$ cat config.mk
export PLATFORM = sky130hd
export DESIGN_NAME = scfc_top
export DESIGN_NICKNAME = d
export VERILOG_FILES = /design/src/scfc_pkg.sv /design/src/scfc_top.sv
export VERILOG_INCLUDE_DIRS = /design/src /design/src/src
export SDC_FILE = /design/constraint.sdc
export NUM_CORES = 1
export LEC_CHECK = 0
export BUFFER_PORTS_ARGS = -buffer_cell sky130_fd_sc_hd__buf_2
export CAP_MARGIN = 30
export CELL_PAD_IN_SITES_DETAIL_PLACEMENT = 1
export CELL_PAD_IN_SITES_GLOBAL_PLACEMENT = 2
export CORE_UTILIZATION = 40
export DETAILED_ROUTE_END_ITERATION = 8
export HOLD_SLACK_MARGIN = 0.08
export MAX_ROUTING_LAYER = met4
export PLACE_DENSITY = 0.9
export SKIP_LAST_GASP = 1
export SYNTH_ARGS = -nofsm -noshare
export SYNTH_HDL_FRONTEND = slang
export SYNTH_SLANG_ARGS = --single-unit
export TNS_END_PERCENT = 1
$ cat constraint.sdc
create_clock -name ref_clk -period 9.42 [get_ports ref_clk]
set_input_delay 0.942 -clock ref_clk [delete_from_list [all_inputs] [get_ports ref_clk]]
set_output_delay 0.942 -clock ref_clk [all_outputs]
set_load 0.005 [all_outputs]
$ cat src/scfc_cfg.svh
/*
 * Offsets, field positions, status bit positions and reset values of the serial character format block.
 * Assumes inclusion by bare name from the block's single module and its bench.
 */
`ifndef SCFC_CFG_SVH
`define SCFC_CFG_SVH

// ****************************************
// Register byte offsets
// ****************************************
`define SCFC_OFF_DATA     4'h0
`define SCFC_OFF_STATUS   4'h4
`define SCFC_OFF_DIV_LO   4'h0
`define SCFC_OFF_DIV_HI   4'h4
`define SCFC_OFF_EFR      4'h8
`define SCFC_OFF_LFC      4'hC

// ****************************************
// Field positions of line_format_control
// ****************************************
`define SCFC_BIT_DLAB     7
`define SCFC_BIT_BRK      6
`define SCFC_BIT_PFORCE   5
`define SCFC_BIT_PEVEN    4
`define SCFC_BIT_PEN      3
`define SCFC_BIT_STOP     2

// ****************************************
// Status bit positions
// ****************************************
`define SCFC_ST_TXBUSY    0
`define SCFC_ST_RXVALID   1
`define SCFC_ST_PARERR    2
`define SCFC_ST_FRMERR    3

// ****************************************
// Reset values
// ****************************************
`define SCFC_LFC_RST      8'h00
`define SCFC_EFR_RST      8'h00
`define SCFC_DIV_RST      16'h0001

`endif

$ cat src/scfc_pkg.sv
/*
 * Types of the serial character format block: phase enum, bus request and full state.
 * Assumes the configuration header is on the include path.
 */
package scfc_pkg;

	typedef enum logic [2:0]
	{
		SCFC_IDLE  = 3'b000,
		SCFC_START = 3'b001,
		SCFC_DATA  = 3'b010,
		SCFC_PAR   = 3'b011,
		SCFC_STOP  = 3'b100
	} scfc_phase_e;

	typedef struct packed
	{
		logic        read;
		logic        write;
		logic [3:0]  address;
		logic [31:0] writedata;
		logic [3:0]  byteenable;
	} scfc_avs_req_s;

	typedef struct packed
	{
		logic [7:0]  lfc;
		logic [15:0] div;
		logic [7:0]  efr;
		logic        ack;
		logic [31:0] rdata;
		scfc_phase_e tx_st;
		logic [7:0]  tx_sh;
		logic        tx_par;
		logic [15:0] tx_cnt;
		logic [1:0]  tx_half;
		logic [2:0]  tx_bit;
		logic        tx_line;
		scfc_phase_e rx_st;
		logic [7:0]  rx_sh;
		logic [15:0] rx_cnt;
		logic [1:0]  rx_half;
		logic [2:0]  rx_bit;
		logic [7:0]  rx_data;
		logic        rx_valid;
		logic        par_err;
		logic        frm_err;
		logic        rx_prev;
	} scfc_state_s;

endpackage

$ cat src/scfc_top.sv
/*
 * Serial character format control with a small transmitter and receiver behind an Avalon-MM slave.
 * Assumes serial input rxd is synchronous to ref_clk and the bus master keeps Avalon rules.
 */
`include "scfc_cfg.svh"

module scfc_top
	import scfc_pkg::*;
(
	input  wire logic          ref_clk,
	input  wire logic          resetn,
	input  wire scfc_avs_req_s avs_req,
	output logic               avs_waitrequest,
	output logic [31:0]        avs_readdata,
	input  wire logic          rxd,
	output logic               txd
);

	// ****************************************
	// Reset release
	// ****************************************
	logic        rst_q1;
	logic        rst_q;
	scfc_state_s s_reg;
	scfc_state_s s_next;
	logic        acc;
	logic        dlab;
	logic        rd_data;
	logic        wr_data;

	always_ff @(posedge ref_clk or negedge resetn)
	begin
		if (!resetn)
		begin
			rst_q1 <= 1'b0;
			rst_q  <= 1'b0;
		end
		else
		begin
			rst_q1 <= 1'b1;
			rst_q  <= rst_q1;
		end
	end

	// Parity for a character of the selected length under the selected format.
	function automatic logic par_of(input logic [7:0] d, input logic [7:0] f);
		logic [7:0] m;
		m = d & (8'hFF >> (2'd3 - f[1:0]));
		if (f[`SCFC_BIT_PFORCE])
			par_of = ~f[`SCFC_BIT_PEVEN];
		else
			par_of = f[`SCFC_BIT_PEVEN] ? ^m : ~^m;
	endfunction

	assign dlab            = s_reg.lfc[`SCFC_BIT_DLAB];
	assign acc             = (avs_req.read | avs_req.write) & ~s_reg.ack;
	assign wr_data         = acc & avs_req.write & avs_req.byteenable[0] & ~dlab
		& (avs_req.address == `SCFC_OFF_DATA);
	assign rd_data         = acc & avs_req.read & ~dlab & (avs_req.address == `SCFC_OFF_DATA);
	assign avs_waitrequest = (avs_req.read | avs_req.write) & ~s_reg.ack;
	assign avs_readdata    = s_reg.rdata;
	assign txd             = s_reg.tx_line & ~s_reg.lfc[`SCFC_BIT_BRK];

	// ****************************************
	// Next state
	// ****************************************
	always_comb
	begin
		s_next     = s_reg;
		s_next.ack = acc;
		// Bus side: one wait cycle, then read data from the state captured at acceptance.
		if (acc && avs_req.read)
		begin
			s_next.rdata = 32'h0000_0000;
			if (avs_req.address == `SCFC_OFF_LFC)
				s_next.rdata[7:0] = s_reg.lfc;
			else if (dlab)
			begin
				unique case (avs_req.address)
					`SCFC_OFF_DIV_LO: s_next.rdata[7:0] = s_reg.div[7:0];
					`SCFC_OFF_DIV_HI: s_next.rdata[7:0] = s_reg.div[15:8];
					`SCFC_OFF_EFR:    s_next.rdata[7:0] = s_reg.efr;
					default:          s_next.rdata = 32'h0000_0000;
				endcase
			end
			else if (avs_req.address == `SCFC_OFF_DATA)
				s_next.rdata[7:0] = s_reg.rx_data;
			else if (avs_req.address == `SCFC_OFF_STATUS)
				s_next.rdata[3:0] = {s_reg.frm_err, s_reg.par_err, s_reg.rx_valid, s_reg.tx_st != SCFC_IDLE};
		end
		if (acc && avs_req.write && avs_req.byteenable[0])
		begin
			if (avs_req.address == `SCFC_OFF_LFC)
				s_next.lfc = avs_req.writedata[7:0];
			else if (dlab && avs_req.address == `SCFC_OFF_DIV_LO)
				s_next.div[7:0] = avs_req.writedata[7:0];
			else if (dlab && avs_req.address == `SCFC_OFF_DIV_HI)
				s_next.div[15:8] = avs_req.writedata[7:0];
			else if (dlab && avs_req.address == `SCFC_OFF_EFR)
				s_next.efr = avs_req.writedata[7:0];
		end
		if (rd_data)
			s_next.rx_valid = 1'b0;

		// Transmitter: each bit is two half-bit periods of div cycles, so 1.5 stop bits is exact.
		if (s_reg.tx_st != SCFC_IDLE)
			s_next.tx_cnt = (s_reg.tx_cnt == 16'h0000) ? s_reg.div - 16'h0001 : s_reg.tx_cnt - 16'h0001;
		if (s_reg.tx_st != SCFC_IDLE && s_reg.tx_cnt == 16'h0000 && s_reg.tx_half != 2'd0)
			s_next.tx_half = s_reg.tx_half - 2'd1;
		unique case (s_reg.tx_st)
			SCFC_IDLE:
			begin
				s_next.tx_line = 1'b1;
				// A character written while busy is dropped; software polls the busy bit.
				if (wr_data)
				begin
					s_next.tx_st   = SCFC_START;
					s_next.tx_sh   = avs_req.writedata[7:0];
					s_next.tx_par  = par_of(avs_req.writedata[7:0], s_reg.lfc);
					s_next.tx_cnt  = s_reg.div - 16'h0001;
					s_next.tx_half = 2'd1;
					s_next.tx_line = 1'b0;
				end
			end
			SCFC_START, SCFC_DATA, SCFC_PAR, SCFC_STOP:
			begin
				if (s_reg.tx_cnt == 16'h0000 && s_reg.tx_half == 2'd0)
				begin
					s_next.tx_half = 2'd1;
					if (s_reg.tx_st == SCFC_START)
					begin
						s_next.tx_st   = SCFC_DATA;
						s_next.tx_bit  = 3'd4 + {1'b0, s_reg.lfc[1:0]};
						s_next.tx_line = s_reg.tx_sh[0];
						s_next.tx_sh   = s_reg.tx_sh >> 1;
					end
					else if (s_reg.tx_st == SCFC_DATA && s_reg.tx_bit != 3'd0)
					begin
						s_next.tx_bit  = s_reg.tx_bit - 3'd1;
						s_next.tx_line = s_reg.tx_sh[0];
						s_next.tx_sh   = s_reg.tx_sh >> 1;
					end
					else if (s_reg.tx_st == SCFC_DATA && s_reg.lfc[`SCFC_BIT_PEN])
					begin
						s_next.tx_st   = SCFC_PAR;
						s_next.tx_line = s_reg.tx_par;
					end
					else if (s_reg.tx_st != SCFC_STOP)
					begin
						s_next.tx_st   = SCFC_STOP;
						s_next.tx_line = 1'b1;
						if (!s_reg.lfc[`SCFC_BIT_STOP])
							s_next.tx_half = 2'd1;
						else
							s_next.tx_half = (s_reg.lfc[1:0] == 2'b00) ? 2'd2 : 2'd3;
					end
					else
						s_next.tx_st = SCFC_IDLE;
				end
			end
			default:
				s_next.tx_st = SCFC_IDLE;
		endcase

		// Receiver: start is checked half a bit in, then every bit is sampled at its middle.
		s_next.rx_prev = rxd;
		if (s_reg.rx_st != SCFC_IDLE)
			s_next.rx_cnt = (s_reg.rx_cnt == 16'h0000) ? s_reg.div - 16'h0001 : s_reg.rx_cnt - 16'h0001;
		if (s_reg.rx_st != SCFC_IDLE && s_reg.rx_cnt == 16'h0000 && s_reg.rx_half != 2'd0)
			s_next.rx_half = s_reg.rx_half - 2'd1;
		unique case (s_reg.rx_st)
			SCFC_IDLE:
			begin
				if (s_reg.rx_prev && !rxd)
				begin
					s_next.rx_st   = SCFC_START;
					s_next.rx_cnt  = s_reg.div - 16'h0001;
					s_next.rx_half = 2'd0;
				end
			end
			SCFC_START, SCFC_DATA, SCFC_PAR, SCFC_STOP:
			begin
				if (s_reg.rx_cnt == 16'h0000 && s_reg.rx_half == 2'd0)
				begin
					s_next.rx_half = 2'd1;
					if (s_reg.rx_st == SCFC_START)
					begin
						// A start that has gone high again by mid-bit was a glitch.
						s_next.rx_st  = rxd ? SCFC_IDLE : SCFC_DATA;
						s_next.rx_bit = 3'd4 + {1'b0, s_reg.lfc[1:0]};
					end
					else if (s_reg.rx_st == SCFC_DATA)
					begin
						s_next.rx_sh  = {rxd, s_reg.rx_sh[7:1]};
						s_next.rx_bit = s_reg.rx_bit - 3'd1;
						if (s_reg.rx_bit == 3'd0)
							s_next.rx_st = s_reg.lfc[`SCFC_BIT_PEN] ? SCFC_PAR : SCFC_STOP;
					end
					else if (s_reg.rx_st == SCFC_PAR)
					begin
						s_next.rx_st   = SCFC_STOP;
						s_next.par_err = rxd != par_of(s_reg.rx_sh >> (2'd3 - s_reg.lfc[1:0]), s_reg.lfc);
					end
					else
					begin
						// Only the first stop bit is checked; a new start may follow at once.
						s_next.rx_st    = SCFC_IDLE;
						s_next.frm_err  = ~rxd;
						s_next.rx_data  = s_reg.rx_sh >> (2'd3 - s_reg.lfc[1:0]);
						s_next.rx_valid = 1'b1;
						if (!s_reg.lfc[`SCFC_BIT_PEN])
							s_next.par_err = 1'b0;
					end
				end
			end
			default:
				s_next.rx_st = SCFC_IDLE;
		endcase
	end

	always_ff @(posedge ref_clk or negedge rst_q)
	begin
		if (!rst_q)
		begin
			s_reg         <= '0;
			s_reg.lfc     <= `SCFC_LFC_RST;
			s_reg.efr     <= `SCFC_EFR_RST;
			s_reg.div     <= `SCFC_DIV_RST;
			s_reg.tx_line <= 1'b1;
			s_reg.rx_prev <= 1'b1;
		end
		else
			s_reg <= s_next;
	end
endmodule

==> results.ini, run 1 <==
[die]
dieArea_um2=18300
die_x_um=135
placementRows=48
start_util_pct=41.0
core_um2=17400
die_h_um=135
ios=79

[sta]
fmax_mhz=308
slew_headroom_pct=41.7
rsz0062_at_grt=no
fin_crit_sh_pct=34.4
final-hold-violation-count=0
slew_violations=0
period_needed_ns=3.24
worst_slew_pin_slew_ns=0.869
setup_viol=0
hold_slack_ns=0.290
finClkSkew_ns=0.0108
fin_setup_tns_ns=0

[min_path]
hp-class=primary input to async pin

[placement]
dp_hpwl_um=14200
gp_congestion=0.830
dpl.cell_count=994
portBuffers=27

[synth]
synth_top_family_by_area=simple AND/OR/NAND/NOR gates
synth-main-ff-cell=dfrtp_1
synth.distinct_cells=61
syn_avg_cell_area_um2=9.10
synthSimpleGateAreaFrac_pct=18.3
synthArstFlopShare_pct=100
syn-cell-area_um2=7110
seq_area_frac_synth_pct=42.6
muxShareOfSynthArea_pct=9.06
synth_fa_ha_area_share_pct=1.93
yosys_warnings=0
synth-xor-area-share_pct=4.08
ys_ff_latch=121
synth-compound-area-share_pct=17.4
synth-edff-count=0
synth_cells=782

[global_route]
antenna_found_initial=0
grt_pass1_vias=6278
grt-ovfl-total=0
grt_max_degree=61
grt.total_usage_pct=25.2
grt_pass1_wl_um=34200

[clock_network]
clk_path_buf_depth=2
cts-resized-gates=0
cts_root_buffer=clkbuf_16
cts-buffers-inserted=17
htree_levels=4
clock_latency_ns=0.43
clk_pin_slew_worst_paths_ns=0.06
cts_sinks=121
ctsHoldBuffers=0
cts_tree=built
post_cts_buffers=0

[layout]
layout-drive-gt1-share_pct=15.0
diodes=0
largest_reg_flops=110
finalNonFillerCells=1027
area_delta_synth_final_pct=10.9
finalNetCount=846
multi_input_area_um2=3710
fillCellCount=2007
seqCellArea_um2=3040

[power_and_ir_drop]
p_leak_nw=3.57
powerDensity_nw_per_um2=182
finalPower_mw=1.44
peakVddDrop_mv=0.131

[routing]
num_vias=5988
detail_route.drc_violations=0
detail-route-antenna-nets=0
first_pass_iters=6
wl_per_cell_um=20.1
drtIter0Drc=391
wirelength_um=20600
via_per_inst=5.83

[critical_path]
crit_required_ns=9.73
crit_fanout=19
timing.rr.start=s_reg[24]
startpoint_type=register
cp_data_arrival_time_ns=3.56
cp-end-kind=register
path_cells=or4_1 -> or3_1 -> nor3_2 -> nand3_1 -> mux2_2
critPathKind=register to register
cp_slowest_cell=or4_1
critPathLaunch=s_reg[24]
critPathMaxStageDelay_ns=0.65

[run]
cap_violations=0

[run_status]
status=complete, no violations

## per-stage QoR
step                instance area (µm²)  worst slack (ns)  util [%]
finish                             7890              6.18      45.4
global route                       7890              5.95      45.4
CTS                                7880              6.14      45.4
detailed placement                 7280              5.98      42.0
global placement                   7280              6.04      41.9
floorplan                          7200              5.80         -
## path summary, 6_finish.rpt
check                           depth (start not counted)   endpoint  slack (ns)
worst max register to register                          5   s_reg[4]        6.18
worst min register to register                          0      rst_q        0.35
min in group ref_clk                                    0      rst_q        0.35
worst min-delay path                                    1      rst_q        0.29
max in group asynchronous                               1  s_reg[32]        7.70
worst max-delay path                                    5   s_reg[4]        6.18
## routing by layer
layer  up-vias  wire, µm  GRT usage (%)  part of all wire (%)
met1      3079      9070           31.6                    44
met5         -         0              -                     0
li1       2771         -              -                     -
met2       101     10400           40.2                    50
met4         0       537           10.4                   2.6
met3        37       654           4.30                   3.2
## cells in the final DEF (no fill, tap or decap), types with 7 or more instances in the layout
master | Yosys | routed
xnor2_1 | 15 | 15
conb_1 | 2 | 25
mux2_2 | 43 | 43
mux2i_1 | 16 | 16
nor3_1 | 25 | 24
xor2_1 | 13 | 13
nand2_1 | 103 | 103
nor2_1 | 55 | 55
or3_1 | 9 | 9
a221oi_1 | 9 | 9
nor2b_1 | 10 | 10
ha_1 | 11 | 11
or4_1 | 7 | 7
dfrtp_1 | 118 | 117
a21oi_1 | 31 | 31
nand3_1 | 13 | 13
o22ai_1 | 9 | 9
inv_1 | 23 | 23
nor4_1 | 9 | 9
buf_2 | 3 | 29
o21ai_0 | 83 | 83
a22oi_1 | 15 | 15
clkbuf_16 | 0 | 17
## critical path, delay by kind of cell (launching register included)
family	cells	cell delay, ns
simple gates	4	2.19
flops	1	0.42
mux	1	0.50
## cell type report
class	instances	share of cell area, %
timing repair buffer	34	2.28
clock buffer	20	5.66
multi-input combinational	593	47.0
tap	225	3.57
sequential	121	38.5
inverter	23	1.09
clock inverter	11	1.87
## cell families after synthesis
family,count (synthesis)
other,2
AOI/OAI and AO/OA,199
xor gates and xnor gates,30
muxes,59
and+or+nand+nor,269
adders and majority gates,11
DFF,121
buffers and inverters,91
## where the power goes
group	leakage, nW	switching (mW)	total, mW	internal, mW
Clock	0.279	0.254	0.675	0.421
Combinational	1.72	0.0815	0.144	0.0626
Sequential	1.57	0.0615	0.617	0.556
Total	3.57	0.397	1.44	1.04
## cell usage after synthesis, drive strengths merged (7+ instances only)
library cell  number  area, µm²
mux2              43        484
nor2b             10       62.6
a21oi             31        155
xnor2             15        131
ha                11        138
nor3b              7       63.8
clkbuf            31        116
nor2              55        206
o22ai              9       56.3
or4                8       63.8
buf               37        263
xor2              13        114
or3                9       56.3
nand2            103        387
a22oi             15        113
inv               23       86.3
mux2i             16        160
o21ai             86        430
nand3             13       65.1
nor3              26        135
dfrtp            118       2950
a221oi             9       78.8
nor4               9       56.3
Power figures use the tool's default switching activity.
==> run 2, diff against run 1 <==
- ABC_AREA: default -> 1
- CORE_UTILIZATION: 40 -> 35
- PLACE_DENSITY: 0.9 -> 0.85
- clock period: 9.42 -> 3 ns (I/O delays scaled with it)
==> run 2 against run 1 <==
  * Wire length increased by 3.8%
  * Clock power increased to 3.3 times the previous value
  * Die area increased by 19%
  * Total power increased to 3.5 times the previous value
  * Register-to-register slack got worse by 5.2 ns
  * Critical endpoint is now s_reg[30]
  * Largest power group unchanged
  * Highest routed layer unchanged
==> results.ini, run 2 <==
[placement]
gp_congestion=0.819  ; -1.3%
portBuffers=27  ; unchanged
dpl.cell_count=1241  ; +25%
pre_cts_ws_ns=0.940  ; -5.04 ns
placed_area_um2=7690  ; +5.6%
dp_hpwl_um=15500  ; +9.5%

[sta]
rsz0062_at_grt=no
slew_violations=0  ; unchanged
finClkSkew_ns=0.0105  ; -0.000225 ns
fmax_mhz=490  ; +59%
fin_crit_sh_pct=68.0  ; +34 points
period_needed_ns=2.04  ; -1.20 ns
slew_headroom_pct=48.2  ; +6.5 points
setup_viol=0  ; unchanged
setup_ws_ns=0.959  ; -5.22 ns
fin_setup_tns_ns=0  ; unchanged
final-hold-violation-count=0  ; unchanged
hold_slack_ns=0.130  ; -0.160 ns
worst_slew_pin_slew_ns=0.774  ; -0.0948 ns

[power_and_ir_drop]
p_leak_nw=3.87  ; +8.3%
clkPwrFrac_pct=43.7  ; -3.3 points
power_switching_mw=1.57  ; +300%
peakVddDrop_mv=0.367  ; +180%
switching_share_pct=31.0  ; +3.4 points
powerDensity_nw_per_um2=608  ; +230%
intPower_mw=3.50  ; +240%
finalPower_mw=5.07  ; +250%
combinationalPowerShare_pct=17.2  ; +7.2 points
p_seq_share_pct=39.1  ; -3.9 points

[synth]
synth.distinct_cells=55  ; -9.8%
synth_common_cells=230 x nand2_1, 119 x inv_1, 118 x dfrtp_1
yosysMostFrequentCell=nand2_1
synth-main-ff-cell=dfrtp_1
synth_cells=969  ; +24%
synthTopCellsByArea=dfrtp_1 40%, nand2_1 12%, inv_1 6.0%
synthArstFlopShare_pct=100  ; unchanged
yosys_warnings=0  ; unchanged
synth_top_cell_by_area=dfrtp_1
synth-edff-count=0  ; unchanged
syn_avg_cell_area_um2=7.68  ; -16%
seq_area_frac_synth_pct=40.7  ; -1.9 points
ys_ff_latch=121  ; unchanged
syn-cell-area_um2=7450  ; +4.7%
synth_top_area_share_pct=39.7  ; -1.8 points

[die]
placementRows=52  ; +8.3%
core_um2=20600  ; +18%
dieArea_um2=21900  ; +19%
die_x_um=148  ; +9.2%
ios=79  ; unchanged
start_util_pct=36.2  ; -4.8 points
die_h_um=148  ; +9.2%

[layout]
finalNonFillerCells=1275  ; +24%
area_delta_synth_final_pct=12.0
multi_input_area_um2=3650  ; -1.5%
diodes=0  ; unchanged
finalNetCount=1048  ; +24%
largest_reg_flops=110  ; unchanged
fillCellCount=2623  ; +31%
final_cell_mix=230 x nand2_1, 119 x inv_1, 117 x dfrtp_1
layout_commonest_cell=nand2_1
seqCellArea_um2=3040  ; unchanged
layout-drive-gt1-share_pct=12.2  ; -2.7 points
final_core_util_pct=40.5  ; -4.9 points
fin_area_um2=8340  ; +5.7%

[global_route]
grt_max_degree=120  ; +97%
grt_pass1_vias=6584  ; +4.9%
grt.total_usage_pct=21.6  ; -3.6 points
grt_pass1_wl_um=35100  ; +2.7%
antenna_found_initial=0  ; unchanged
grt-ovfl-total=0  ; unchanged

[clock_network]
cts-resized-gates=0  ; unchanged
cts_tree=built
clock_latency_ns=0.44  ; about the same
clk_path_buf_depth=2  ; unchanged
clk_pin_slew_worst_paths_ns=0.06  ; about the same
cts_sinks=121  ; unchanged
ctsHoldBuffers=2  ; +2
cts_root_buffer=clkbuf_16
htree_levels=4  ; unchanged
post_cts_buffers=0  ; unchanged
cts-buffers-inserted=17  ; unchanged

[routing]
detail_route.drc_violations=0  ; unchanged
first_pass_iters=4  ; -2
detail-route-antenna-nets=0  ; unchanged
wl_per_cell_um=16.8  ; -16%
drtIter0Drc=318  ; -19%
via_per_inst=5.03  ; -14%
num_vias=6418  ; +7.2%
wirelength_um=21400  ; +3.8%

[critical_path]
critPathMaxStageDelay_ns=0.36  ; -0.29 ns
critPathKind=register to register
path_cells=inv_1 -> ha_1 -> nand2_1 -> nor2_1 -> nand3_2 -> nand2_4 -> inv_2 -> nor2_8 -> inv_4 -> o22ai_1 -> inv_1
crit_fanout=12  ; -7
crit_required_ns=3.32  ; -6.41 ns
startpoint_type=register
cp-end-kind=register
cp_slowest_cell=dfrtp_1
cp_data_arrival_time_ns=2.36  ; -1.20 ns
cpMostUsedCell=inv_1

[run]
cap_violations=0  ; unchanged

[min_path]
hp-class=primary input to register

[run_status]
status=complete, no violations

==> run 2: cell count changes in the layout (fill, tap and decap cells not counted), sizes merged, moves of 9 or more <==
| cell | before | now |
|---|---|---|
| nand4 | 2 | 13 |
| mux2i | 16 | 0 |
| nor2b | 10 | 0 |
| nand3 | 13 | 64 |
| nor2 | 55 | 93 |
| xnor2 | 15 | 6 |
| mux2 | 43 | 1 |
| a22oi | 15 | 1 |
| inv | 24 | 131 |
| nand2 | 103 | 241 |
==> run 2: layer usage <==
| metal | up-vias | routed length [µm] | global-route usage, % |
|---|---|---|---|
| met1 | 3110 | 10200 | 27.9 |
| met3 | 25 | 582 | 3.70 |
| li1 | 3197 | - | - |
| met4 | 0 | 312 | 6.08 |
| met5 | - | 0 | - |
| met2 | 86 | 10300 | 34.7 |
==> run 2: power by group through the flow <==
| stage | sequential, mW | clock (mW) | combinational [mW] |
|---|---|---|---|
| 2_1_floorplan | 1.97 | 0 | 0.665 |
| 3_3_place_gp | 2.00 | 0 | 0.848 |
| 3_5_place_dp | 2.00 | 0 | 0.877 |
| 4_1_cts | 1.98 | 2.25 | 0.885 |
| 5_1_grt | 2.00 | 2.31 | 0.997 |
| 6_report | 1.98 | 2.22 | 0.873 |
==> run 2: logic make-up after synthesis <==
group	count (synthesis)	synth area share, %
xor gates and xnor gates	27	3.18
DFF	121	40.7
adders and majority gates	11	1.85
buffers and inverters	182	11.4
other	2	0.101
and+or+nand+nor	445	27.8
muxes	1	0.151
AOI/OAI and AO/OA	180	14.8
==> run 2: area by class of cell <==
type,instances,share of cell area [%]
Clock inverter,15,2.40
Timing Repair Buffer,32,2.28
Multi-Input combinational cell,689,43.8
Sequential cell,121,36.4
Tap cell,270,4.05
Clock buffer,17,5.10
Inverter,131,5.93
==> run 2: path summary, 6_finish.rpt <==
kind / startpoint / endpoint / slack, ns / cells past startpoint
max in group asynchronous: rst_q / s_reg[14] / 2.06 / 1
worst max-delay path: s_reg[17] / s_reg[30] / 0.96 / 11
worst max register to register: s_reg[17] / s_reg[30] / 0.96 / 11
worst min-delay path: avs_req[41] / s_reg[110] / 0.13 / 3
worst min register to register: rst_q1 / rst_q / 0.36 / 0
min in group asynchronous: resetn / rst_q / 0.17 / 2
==> run 2: worst max-delay path, delay by kind of cell (launching register included) <==
family,cells,cell delay [ns]
AOI/OAI and AO/OA,1,0.18
adders and majority gates,1,0.20
buffers and inverters,4,0.44
DFF,1,0.36
and+or+nand+nor,5,0.74
